==> config.mk <==
export PLATFORM = sky130hd
export DESIGN_NAME = bcca_top
export DESIGN_NICKNAME = d
export VERILOG_FILES = /design/src/rtl/bcca_pkg.sv /design/src/rtl/bcca_top.sv
export SDC_FILE = /design/constraint.sdc
export NUM_CORES = 1
export LEC_CHECK = 0
export BUFFER_PORTS_ARGS = -buffer_cell sky130_fd_sc_hd__buf_2
export CORE_ASPECT_RATIO = 0.5
export CORE_UTILIZATION = 30
export DETAILED_ROUTE_END_ITERATION = 10
export PLACE_DENSITY = 0.53
export RECOVER_POWER = 100
export SLEW_MARGIN = 40
export SYNTH_ARGS = -nofsm -noshare
export SYNTH_HDL_FRONTEND = slang
export SYNTH_SLANG_ARGS = --single-unit
==> constraint.sdc <==
create_clock -name sys_clk -period 7.4 [get_ports sys_clk]
set_clock_uncertainty 0.1 [all_clocks]
set_input_delay 1.48 -clock sys_clk [delete_from_list [all_inputs] [get_ports sys_clk]]
set_output_delay 1.48 -clock sys_clk [all_outputs]
set_load 0.02 [all_outputs]
==> src/rtl/bcca_pkg.sv <==
// package of offsets, field positions, limits and timing for the bcd calendar block
package bcca_pkg;

    // ------------------------------------------------------------------
    // timing
    // ------------------------------------------------------------------
    localparam int unsigned SYS_CLK_HZ        = 25000000;
    // the divider phase counter steps at twice its fastest tap (64 Hz)
    localparam int unsigned PHASE_TICK_HZ     = 128;
    // whole cycles per phase step, rounded down
    localparam int unsigned PHASE_TICK_CYCLES = SYS_CLK_HZ / PHASE_TICK_HZ;

    // ------------------------------------------------------------------
    // register offsets on the 8-bit register port
    // ------------------------------------------------------------------
    localparam logic [7:0] OFS_DIVIDER_PHASE  = 8'h00;
    localparam logic [7:0] OFS_SECONDS_COUNT  = 8'h02;
    localparam logic [7:0] OFS_MINUTES_COUNT  = 8'h04;
    localparam logic [7:0] OFS_HOURS_COUNT    = 8'h06;
    localparam logic [7:0] OFS_WEEKDAY_COUNT  = 8'h08;
    localparam logic [7:0] OFS_DATE_COUNT     = 8'h0A;
    localparam logic [7:0] OFS_MONTH_COUNT    = 8'h0C;
    localparam logic [7:0] OFS_YEAR_COUNT     = 8'h0E;
    localparam logic [7:0] OFS_SECONDS_ALARM  = 8'h10;
    localparam logic [7:0] OFS_MINUTES_ALARM  = 8'h12;
    localparam logic [7:0] OFS_HOURS_ALARM    = 8'h14;
    localparam logic [7:0] OFS_CONTROL_FIRST  = 8'h1C;
    localparam logic [7:0] OFS_CONTROL_SECOND = 8'h1E;

    // ------------------------------------------------------------------
    // field positions and reset values
    // ------------------------------------------------------------------
    localparam int unsigned CARRY_FLAG_BIT    = 7;
    localparam int unsigned ALARM_FLAG_BIT    = 0;
    localparam int unsigned RUN_BIT           = 3;
    localparam int unsigned ADJUST_BIT        = 2;
    localparam int unsigned COUNTER_RESET_BIT = 1;
    localparam int unsigned ENABLE_BIT        = 7;
    localparam logic        RUN_RESET         = 1'b1;
    localparam logic        ENABLE_RESET      = 1'b0;

    // ------------------------------------------------------------------
    // writable bits of each location
    // ------------------------------------------------------------------
    localparam logic [7:0] MASK_SECONDS       = 8'h7F;
    localparam logic [7:0] MASK_MINUTES       = 8'h7F;
    localparam logic [7:0] MASK_HOURS         = 8'h3F;
    localparam logic [7:0] MASK_WEEKDAY       = 8'h07;
    localparam logic [7:0] MASK_DATE          = 8'h3F;
    localparam logic [7:0] MASK_MONTH         = 8'h1F;
    localparam logic [7:0] MASK_YEAR          = 8'hFF;

    // ------------------------------------------------------------------
    // counting limits (bcd)
    // ------------------------------------------------------------------
    localparam logic [7:0] BCD_ZERO           = 8'h00;
    localparam logic [7:0] SIXTY_MAX          = 8'h59;
    localparam logic [7:0] HOURS_MAX          = 8'h23;
    localparam logic [7:0] WEEKDAY_MAX        = 8'h06;
    localparam logic [7:0] DATE_MIN           = 8'h01;
    localparam logic [7:0] MONTH_MIN          = 8'h01;
    localparam logic [7:0] MONTH_MAX          = 8'h12;
    localparam logic [7:0] YEAR_MAX           = 8'h99;
    localparam logic [7:0] ADJUST_ROUND_UP    = 8'h30;
    localparam logic [7:0] DAYS_28            = 8'h28;
    localparam logic [7:0] DAYS_29            = 8'h29;
    localparam logic [7:0] DAYS_30            = 8'h30;
    localparam logic [7:0] DAYS_31            = 8'h31;
    localparam logic [7:0] MONTH_FEB          = 8'h02;
    localparam logic [7:0] MONTH_APR          = 8'h04;
    localparam logic [7:0] MONTH_JUN          = 8'h06;
    localparam logic [7:0] MONTH_SEP          = 8'h09;
    localparam logic [7:0] MONTH_NOV          = 8'h11;

    // alarm entries: 0 seconds, 1 minutes, 2 hours
    localparam int unsigned ALARM_ENTRIES     = 3;

endpackage : bcca_pkg

==> src/rtl/bcca_top.sv <==
// bcd calendar counter chain with time-of-day alarm compare and register port
`timescale 1ns/10ps
// Notes on behaviour
// RULE_01 - divider phase reads as 8 bits; bits 6..0 are the 1 Hz..64 Hz taps
// RULE_02 - counter reset or thirty-second adjust written one clears divider phase
// RULE_03 - divider phase keeps its value through srst
// RULE_04 - top bit of divider phase always reads zero
// RULE_05 - seconds count bcd 00..59, advances on each one-second divider carry
// RULE_06 - minutes count bcd 00..59, advances on seconds carry
// RULE_07 - hours count bcd 00..23, advances on minutes carry
// RULE_08 - weekday count 0..6 in bits 2..0, advances on day carry
// RULE_09 - weekday code 0 is sunday through 6 saturday
// RULE_10 - date count bcd 01..31, limit set by month and leap year
// RULE_11 - month count bcd, tens in bit 4, advances on date carry
// RULE_12 - year count bcd 00..99 in all eight bits, advances on month carry
// RULE_13 - year divisible by four is a leap year, february gets 29 days
// RULE_14 - software stops counting or uses carry retry before writing counters
// RULE_15 - software loads only in-range values into counters and alarms
// RULE_16 - calendar counters are never initialised by any reset
// RULE_17 - alarm bit 7 enables comparison of its counter
// RULE_18 - alarm fires only when all enabled alarms equal their counters
// RULE_19 - reset clears only the enable bits of the alarm registers
// RULE_20 - software programs alarm values in range, in bcd
// RULE_21 - carry flag sets whenever divider phase or seconds counts up
// RULE_22 - alarm flag sets on match, write zero clears, write one keeps
// RULE_23 - counters wrap to their lowest legal value and carry onward
module bcca_top
    import bcca_pkg::*;
#(
    parameter int unsigned TICK_CYCLES = PHASE_TICK_CYCLES
) (
    input  wire logic       sys_clk,
    input  wire logic       srst,
    input  wire logic [7:0] reg_addr,
    input  wire logic [7:0] reg_wdata,
    input  wire logic       reg_wr,
    input  wire logic       reg_rd,
    output logic      [7:0] reg_rdata,
    output logic            alarm_match
);

    // ------------------------------------------------------------------
    // elaboration checks
    // ------------------------------------------------------------------
    localparam int unsigned PW = (TICK_CYCLES > 2) ? $clog2(TICK_CYCLES) : 1;

    if (TICK_CYCLES < 2) begin : g_bad_tick
        $error("bcca_top: TICK_CYCLES must be at least 2");
    end

    // ------------------------------------------------------------------
    // helper functions
    // ------------------------------------------------------------------
    // one bcd step: returns {carry, next}; wraps from max to min
    function automatic logic [8:0] bcd_step(input logic [7:0] v,
                                            input logic [7:0] vmax,
                                            input logic [7:0] vmin);
        logic [3:0] tens;
        logic [3:0] units;
        tens  = v[7:4];
        units = v[3:0];
        if (v == vmax) begin
            bcd_step = {1'b1, vmin};
        end else if (units == 4'h9) begin
            bcd_step = {1'b0, tens + 4'h1, 4'h0};
        end else begin
            bcd_step = {1'b0, tens, units + 4'h1};
        end
    endfunction

    // bcd year divisible by four: even tens need 0/4/8, odd tens need 2/6
    function automatic logic is_leap(input logic [7:0] y);
        logic [3:0] units;
        units = y[3:0];
        if (y[4]) begin
            is_leap = (units == 4'h2) || (units == 4'h6);
        end else begin
            is_leap = (units == 4'h0) || (units == 4'h4) || (units == 4'h8);
        end
    endfunction

    // ------------------------------------------------------------------
    // storage
    // ------------------------------------------------------------------
    logic [PW-1:0] presc_count;
    logic [6:0]    phase;
    logic [7:0]    seconds_count;
    logic [7:0]    minutes_count;
    logic [7:0]    hours_count;
    logic [2:0]    weekday_count;
    logic [7:0]    date_count;
    logic [7:0]    month_count;
    logic [7:0]    year_count;
    logic [6:0]    alarm_value  [ALARM_ENTRIES];
    logic          alarm_enable [ALARM_ENTRIES];
    logic          run;
    logic          carry_flag;
    logic          alarm_match_flag;

    // ------------------------------------------------------------------
    // register port decode
    // ------------------------------------------------------------------
    logic       wr_phase_ctl;
    logic       wr_ctl1;
    logic       counter_reset_req;
    logic       adjust_req;
    logic [7:0] alarm_ofs [ALARM_ENTRIES];

    assign wr_phase_ctl      = reg_wr && (reg_addr == OFS_CONTROL_SECOND);
    assign wr_ctl1           = reg_wr && (reg_addr == OFS_CONTROL_FIRST);
    assign counter_reset_req = wr_phase_ctl && reg_wdata[COUNTER_RESET_BIT];
    assign adjust_req        = wr_phase_ctl && reg_wdata[ADJUST_BIT];
    assign alarm_ofs[0]      = OFS_SECONDS_ALARM;
    assign alarm_ofs[1]      = OFS_MINUTES_ALARM;
    assign alarm_ofs[2]      = OFS_HOURS_ALARM;

    // ------------------------------------------------------------------
    // prescaler from the system clock to the phase step
    // ------------------------------------------------------------------
    logic presc_wrap;
    logic phase_tick;

    assign presc_wrap = (presc_count == PW'(TICK_CYCLES - 1));
    assign phase_tick = run && presc_wrap && !counter_reset_req && !adjust_req;

    // the prescaler restarts with the phase so the first 128 Hz step is whole
    always_ff @(posedge sys_clk) begin
        if (srst || counter_reset_req || adjust_req || !run) begin
            presc_count <= '0;
        end else if (presc_wrap) begin
            presc_count <= '0;
        end else begin
            presc_count <= presc_count + PW'(1);
        end
    end

    // ------------------------------------------------------------------
    // counting chain, combinational next values
    // ------------------------------------------------------------------
    logic       sec_tick;
    logic       min_tick;
    logic       hour_tick;
    logic       day_tick;
    logic       month_tick;
    logic       year_tick;
    logic [8:0] sec_step;
    logic [8:0] min_step;
    logic [8:0] hour_step;
    logic [8:0] date_step;
    logic [8:0] month_step;
    logic [8:0] year_step;
    logic [7:0] date_max;

    // RULE_01 one-second carry from the top tap
    assign sec_tick   = phase_tick && (phase == 7'h7F);
    // RULE_23 each stage wraps and carries onward
    assign sec_step   = bcd_step(seconds_count, SIXTY_MAX, BCD_ZERO);
    assign min_step   = bcd_step(minutes_count, SIXTY_MAX, BCD_ZERO);
    assign hour_step  = bcd_step(hours_count, HOURS_MAX, BCD_ZERO);
    assign date_step  = bcd_step(date_count, date_max, DATE_MIN);
    assign month_step = bcd_step(month_count, MONTH_MAX, MONTH_MIN);
    assign year_step  = bcd_step(year_count, YEAR_MAX, BCD_ZERO);

    // thirty-second adjust rounds to the nearest minute and may carry
    assign min_tick   = adjust_req ? (seconds_count >= ADJUST_ROUND_UP)
                                   : (sec_tick && sec_step[8]);
    assign hour_tick  = min_tick && min_step[8];
    assign day_tick   = hour_tick && hour_step[8];
    assign month_tick = day_tick && date_step[8];
    assign year_tick  = month_tick && month_step[8];

    // RULE_10 month length; RULE_13 leap february
    always_comb begin
        date_max = DAYS_31;
        if (month_count == MONTH_FEB) begin
            date_max = is_leap(year_count) ? DAYS_29 : DAYS_28;
        end else if ((month_count == MONTH_APR) || (month_count == MONTH_JUN) ||
                     (month_count == MONTH_SEP) || (month_count == MONTH_NOV)) begin
            date_max = DAYS_30;
        end
    end

    // ------------------------------------------------------------------
    // divider phase counter, no reset on purpose
    // ------------------------------------------------------------------
    // RULE_03 srst is deliberately absent; RULE_02 cleared by software only
    always_ff @(posedge sys_clk) begin
        if (counter_reset_req || adjust_req) begin
            phase <= 7'h00;
        end else if (phase_tick) begin
            phase <= phase + 7'h01;
        end
    end

    // ------------------------------------------------------------------
    // calendar counters; a write in the same cycle wins over a count
    // ------------------------------------------------------------------
    // RULE_16 no reset term in any counter; RULE_05 seconds
    always_ff @(posedge sys_clk) begin
        if (reg_wr && (reg_addr == OFS_SECONDS_COUNT)) begin
            seconds_count <= reg_wdata & MASK_SECONDS;
        end else if (adjust_req) begin
            seconds_count <= BCD_ZERO;
        end else if (sec_tick) begin
            seconds_count <= sec_step[7:0];
        end
    end

    // RULE_06 minutes
    always_ff @(posedge sys_clk) begin
        if (reg_wr && (reg_addr == OFS_MINUTES_COUNT)) begin
            minutes_count <= reg_wdata & MASK_MINUTES;
        end else if (min_tick) begin
            minutes_count <= min_step[7:0];
        end
    end

    // RULE_07 hours, 24-hour
    always_ff @(posedge sys_clk) begin
        if (reg_wr && (reg_addr == OFS_HOURS_COUNT)) begin
            hours_count <= reg_wdata & MASK_HOURS;
        end else if (hour_tick) begin
            hours_count <= hour_step[7:0];
        end
    end

    // RULE_08 weekday; RULE_09 sunday 0 rises to saturday 6
    always_ff @(posedge sys_clk) begin
        if (reg_wr && (reg_addr == OFS_WEEKDAY_COUNT)) begin
            weekday_count <= reg_wdata[2:0] & MASK_WEEKDAY[2:0];
        end else if (day_tick) begin
            weekday_count <= (weekday_count == WEEKDAY_MAX[2:0]) ? 3'h0
                                                                 : weekday_count + 3'h1;
        end
    end

    // RULE_10 date
    always_ff @(posedge sys_clk) begin
        if (reg_wr && (reg_addr == OFS_DATE_COUNT)) begin
            date_count <= reg_wdata & MASK_DATE;
        end else if (day_tick) begin
            date_count <= date_step[7:0];
        end
    end

    // RULE_11 month
    always_ff @(posedge sys_clk) begin
        if (reg_wr && (reg_addr == OFS_MONTH_COUNT)) begin
            month_count <= reg_wdata & MASK_MONTH;
        end else if (month_tick) begin
            month_count <= month_step[7:0];
        end
    end

    // RULE_12 two-digit year
    always_ff @(posedge sys_clk) begin
        if (reg_wr && (reg_addr == OFS_YEAR_COUNT)) begin
            year_count <= reg_wdata & MASK_YEAR;
        end else if (year_tick) begin
            year_count <= year_step[7:0];
        end
    end

    // ------------------------------------------------------------------
    // alarm entries and compare
    // ------------------------------------------------------------------
    logic [6:0] alarm_cnt  [ALARM_ENTRIES];
    logic [6:0] alarm_mask [ALARM_ENTRIES];
    logic       entry_ok   [ALARM_ENTRIES];
    logic       entry_on   [ALARM_ENTRIES];
    logic       alarm_hit;

    assign alarm_cnt[0]  = seconds_count[6:0];
    assign alarm_cnt[1]  = minutes_count[6:0];
    assign alarm_cnt[2]  = hours_count[6:0];
    assign alarm_mask[0] = MASK_SECONDS[6:0];
    assign alarm_mask[1] = MASK_MINUTES[6:0];
    assign alarm_mask[2] = MASK_HOURS[6:0];

    for (genvar gi = 0; gi < ALARM_ENTRIES; gi++) begin : g_alarm
        logic alarm_wr;
        assign alarm_wr = reg_wr && (reg_addr == alarm_ofs[gi]);

        // RULE_19 only the enable bit sees reset
        always_ff @(posedge sys_clk) begin
            if (srst) begin
                alarm_enable[gi] <= ENABLE_RESET;
            end else if (alarm_wr) begin
                alarm_enable[gi] <= reg_wdata[ENABLE_BIT];
            end
        end

        // value field keeps its contents through reset
        always_ff @(posedge sys_clk) begin
            if (alarm_wr) begin
                alarm_value[gi] <= reg_wdata[6:0] & alarm_mask[gi];
            end
        end

        // RULE_17 a disabled entry drops out of the compare
        assign entry_on[gi] = alarm_enable[gi];
        assign entry_ok[gi] = !alarm_enable[gi] || (alarm_value[gi] == alarm_cnt[gi]);
    end

    // RULE_18 all enabled entries equal at once, at least one enabled
    always_comb begin
        logic all_ok;
        logic any_on;
        all_ok = 1'b1;
        any_on = 1'b0;
        for (int i = 0; i < ALARM_ENTRIES; i++) begin
            all_ok = all_ok && entry_ok[i];
            any_on = any_on || entry_on[i];
        end
        alarm_hit = all_ok && any_on;
    end

    // registered copy of the compare for the outside
    always_ff @(posedge sys_clk) begin
        if (srst) begin
            alarm_match <= 1'b0;
        end else begin
            alarm_match <= alarm_hit;
        end
    end

    // ------------------------------------------------------------------
    // control and status bits
    // ------------------------------------------------------------------
    // run control; counter reset and adjust are one-shot commands
    always_ff @(posedge sys_clk) begin
        if (srst) begin
            run <= RUN_RESET;
        end else if (wr_phase_ctl) begin
            run <= reg_wdata[RUN_BIT];
        end
    end

    // RULE_21 carry flag; a count in the clearing cycle still sets it
    always_ff @(posedge sys_clk) begin
        if (srst) begin
            carry_flag <= 1'b0;
        end else if (phase_tick || (wr_ctl1 && reg_wdata[CARRY_FLAG_BIT])) begin
            carry_flag <= 1'b1;
        end else if (wr_ctl1) begin
            carry_flag <= 1'b0;
        end
    end

    // RULE_22 alarm flag; match wins over a clearing write
    always_ff @(posedge sys_clk) begin
        if (srst) begin
            alarm_match_flag <= 1'b0;
        end else if (alarm_hit) begin
            alarm_match_flag <= 1'b1;
        end else if (wr_ctl1 && !reg_wdata[ALARM_FLAG_BIT]) begin
            alarm_match_flag <= 1'b0;
        end
    end

    // ------------------------------------------------------------------
    // read path: data valid in the cycle after the strobe only
    // ------------------------------------------------------------------
    logic [7:0] next_rdata;

    always_comb begin
        next_rdata = 8'h00;
        if (reg_rd) begin
            case (reg_addr)
                // RULE_04 top bit forced to zero
                OFS_DIVIDER_PHASE:  next_rdata = {1'b0, phase};
                OFS_SECONDS_COUNT:  next_rdata = seconds_count;
                OFS_MINUTES_COUNT:  next_rdata = minutes_count;
                OFS_HOURS_COUNT:    next_rdata = hours_count;
                OFS_WEEKDAY_COUNT:  next_rdata = {5'h00, weekday_count};
                OFS_DATE_COUNT:     next_rdata = date_count;
                OFS_MONTH_COUNT:    next_rdata = month_count;
                OFS_YEAR_COUNT:     next_rdata = year_count;
                OFS_SECONDS_ALARM:  next_rdata = {alarm_enable[0], alarm_value[0]};
                OFS_MINUTES_ALARM:  next_rdata = {alarm_enable[1], alarm_value[1]};
                OFS_HOURS_ALARM:    next_rdata = {alarm_enable[2], alarm_value[2]};
                OFS_CONTROL_FIRST: begin
                    next_rdata[CARRY_FLAG_BIT] = carry_flag;
                    next_rdata[ALARM_FLAG_BIT] = alarm_match_flag;
                end
                OFS_CONTROL_SECOND: next_rdata[RUN_BIT] = run;
                default:            next_rdata = 8'h00;
            endcase
        end
    end

    always_ff @(posedge sys_clk) begin
        if (srst) begin
            reg_rdata <= 8'h00;
        end else begin
            reg_rdata <= next_rdata;
        end
    end

endmodule // bcca_top

==> metrics.yaml <==
outcome:
  status: "complete, no violations"
detailed_routing:
  drc: 0
  first_pass_iters: 5
  post_drt_wl_per_cell_um: 19.4
  wirelength_um: 19700
  vias_per_cell: 5.39
  ant_nets: 0
  first_iter_violations: 557
  vias: 5448
cells_and_area:
  nets: 753
  final_common_cell: "nand2_1"
  synthToLayoutAreaGrowth_pct: 9.93
  final_cells: 1011
  final_cell_mix: "87 x nand2_1, 65 x edfxtp_1, 58 x nor2_1, 52 x o21ai_0, 46 x dfxtp_1"
  diodes: 0
  drive_gt1_share_pct: 6.54
  post-route-util_pct: 34.2
global_routing:
  grt_pass1_vias: 5205
  grt_overflow_total: 0
  grt_max_degree: 35
  grt_use_total_pct: 18.0
  antenna_found_initial: 0
  grt_pass1_wl_um: 30500
cts:
  post_cts_buffers: 0
  htreeDepth: 3
  cts.sinks: 111
  clk_pin_slew_ns: 0.07
  holdBufCountCts: 0
  clockBufferDepth: 2
  clock_latency_ns: 0.35
  cts_resized: 0
  cts_buffers: 9
  cts_tree: "built"
  cts-root-buf: "clkbuf_16"
timing:
  slew-limit-headroom_pct: 6.53
  worstMarginPinSlew_ns: 1.40
  fin_crit_sh_pct: 70.8
  holdWs_ns: 0.339
  rsz0062_at_grt: "no"
  hold_viol: 0
  setup_violations: 0
  finalMaxSlewViolations: 0
  fmax_mhz: 191
  min_period_ns: 5.24
  fin_setup_tns_ns: 0
placement:
  hpwlAfterDp_um: 14500
  port_buffers: 28
  dp_cells: 995
  gp_congestion: 0.951
critical_path:
  cp-start-kind: "primary input"
  reg2reg_depth: 7
  arrival_ns: 5.18
  cp_cell_sequence: "clkbuf_1 > o2111ai_1 > nor3_1 > nor4_1 > a32oi_1 > clkbuf_1 > nand2b_1 > o21ai_0"
  crit_required_ns: 7.34
  r2r-end: "year_count[4]"
  crit_family: "buffers and inverters"
  rrSetupSlack_ns: 3.56
  critPathCaptureType: "flip-flop"
  critical_path_depth: 8
  cp_num_buf_inv: 2
  crit_top_cell: "clkbuf_1"
  cp_slowest_stage_delay_ns: 1.00
  r2r-start: "presc_count[8]"
  cp_max_fo: 26
  cpMaxStageDelayCell: "clkbuf_1"
  critPathKind: "in -> reg"
synthesis:
  yosysWarningCount: 0
  syn_avg_cell_area_um2: 9.25
  syn_inst: 704
  synth_edf_count: 65
  synth_ff_type: "edfxtp_1"
  syn-num-nets: 743
  yosys_register_bits: 111
  synth_top_area_share_pct: 30.0
  synth_area_leaders: "edfxtp_1 30%, dfxtp_1 14%, nand2_1 5.0%"
  synth-seq-area-share_pct: 44.1
  async_flop_share_pct: 0
  yosys.area.top_type: "edfxtp_1"
  synth.distinct_cells: 62
  synth_area_mm2: 0.00651
hold_path:
  hold_start: "presc_count[0]"
  worstHoldPathCells: 1
  hold_end: "presc_count[0]"
  hold_class: "reg -> reg"
floorplan:
  die_y_um: 106
  dieArea_mm2: 0.0223
  ios: 29
  die_x_um: 210
  start_util_pct: 31.1
  rows: 37
  coreArea_mm2: 0.0209
power:
  vdd_drop_max_uv: 93.8
  power_density_mw_per_mm2: 165
  cellLeakagePower_nw: 2.43
run:
  maxCapViolations: 0
[sequential cells by signal (all words and copies together), names as in the netlist]
name / cells
phase: 7
hours_count: 8
alarm_value: 20
reg_rdata: 8
year_count: 8
carry_flag: 1
minutes_count: 8
seconds_count: 8
date_count: 8
alarm_match_flag: 1
alarm_match: 1
month_count: 8
run: 1
alarm_enable: 3
presc_count: 18
weekday_count: 3
[layer usage]
layer	routed length [um]	vias up	part of all wire, %	track usage, %
met4	374	0	1.9	5.58
met2	8430	210	43	26.7
met1	9290	2614	47	25.9
met3	1560	25	7.9	3.87
met5	0	-	0	0
li1	-	2599	-	-
[layout make-up]
type,count,area [um^2]
Fill cell,2185,13800
Multi-Input combinational cell,534,3420
Sequential cell,111,2870
Tap cell,292,365
Clock buffer,11,234
Timing Repair Buffer,34,148
Inverter,24,90.1
Clock inverter,5,32.5
[worst register-to-register path, delay by kind of cell, from the launching register on]
family | cells | cell delay [ns]
AOI/OAI and AO/OA | 2 | 0.77
DFF | 1 | 0.36
and+or+nand+nor | 4 | 1.95
buffers and inverters | 1 | 0.30
[cell usage after synthesis (9+ instances only)]
cell type and count:
nor2_1 58, dfxtp_1 46, nand4_1 11, nand3_1 31
xor2_1 27, nor3_1 11, nor4_1 9, edfxtp_1 65
nand2_1 87, inv_1 24, a21oi_1 21, a22oi_1 12
o21ai_0 52, mux2i_1 13, clkbuf_1 32, xnor2_1 27
and3_1 19, o31ai_1 16, ha_1 19
[where the power goes]
group | total, mW | internal [mW] | switching (mW)
sequential | 0.661 | 0.654 | 0.00684
combinational | 0.0591 | 0.0173 | 0.0418
clock | 0.460 | 0.231 | 0.229
total | 1.18 | 0.902 | 0.278
[cells by family after synthesis]
group	Yosys count	synth area share, %
simple gates	289	22.3
compound gates	149	15.0
flops	111	44.1
buf+inv	59	3.42
xor+xnor	54	7.26
mux	22	4.07
fa+ha+maj	20	3.80
[stage by stage]
step | instance area (um^2) | power [mW] | worst slack (ns)
CTS | 7200 | 1.19 | 2.85
finish | 7160 | 1.18 | 2.16
detailed placement | 6930 | 0.733 | 2.50
floorplan | 6510 | 0.706 | 3.28
global placement | 6930 | 0.733 | 2.65
global route | 7160 | 1.22 | 1.85
[worst max path at each step]
stage | from | to
detailed placement | reg_addr[7] | year_count[0]
global placement | reg_addr[7] | year_count[6]
finish | reg_addr[2] | year_count[2]
global route | reg_addr[2] | year_count[2]
CTS | reg_addr[7] | year_count[2]
floorplan | reg_addr[7] | year_count[4]
Power figures use the tool's default switching activity.
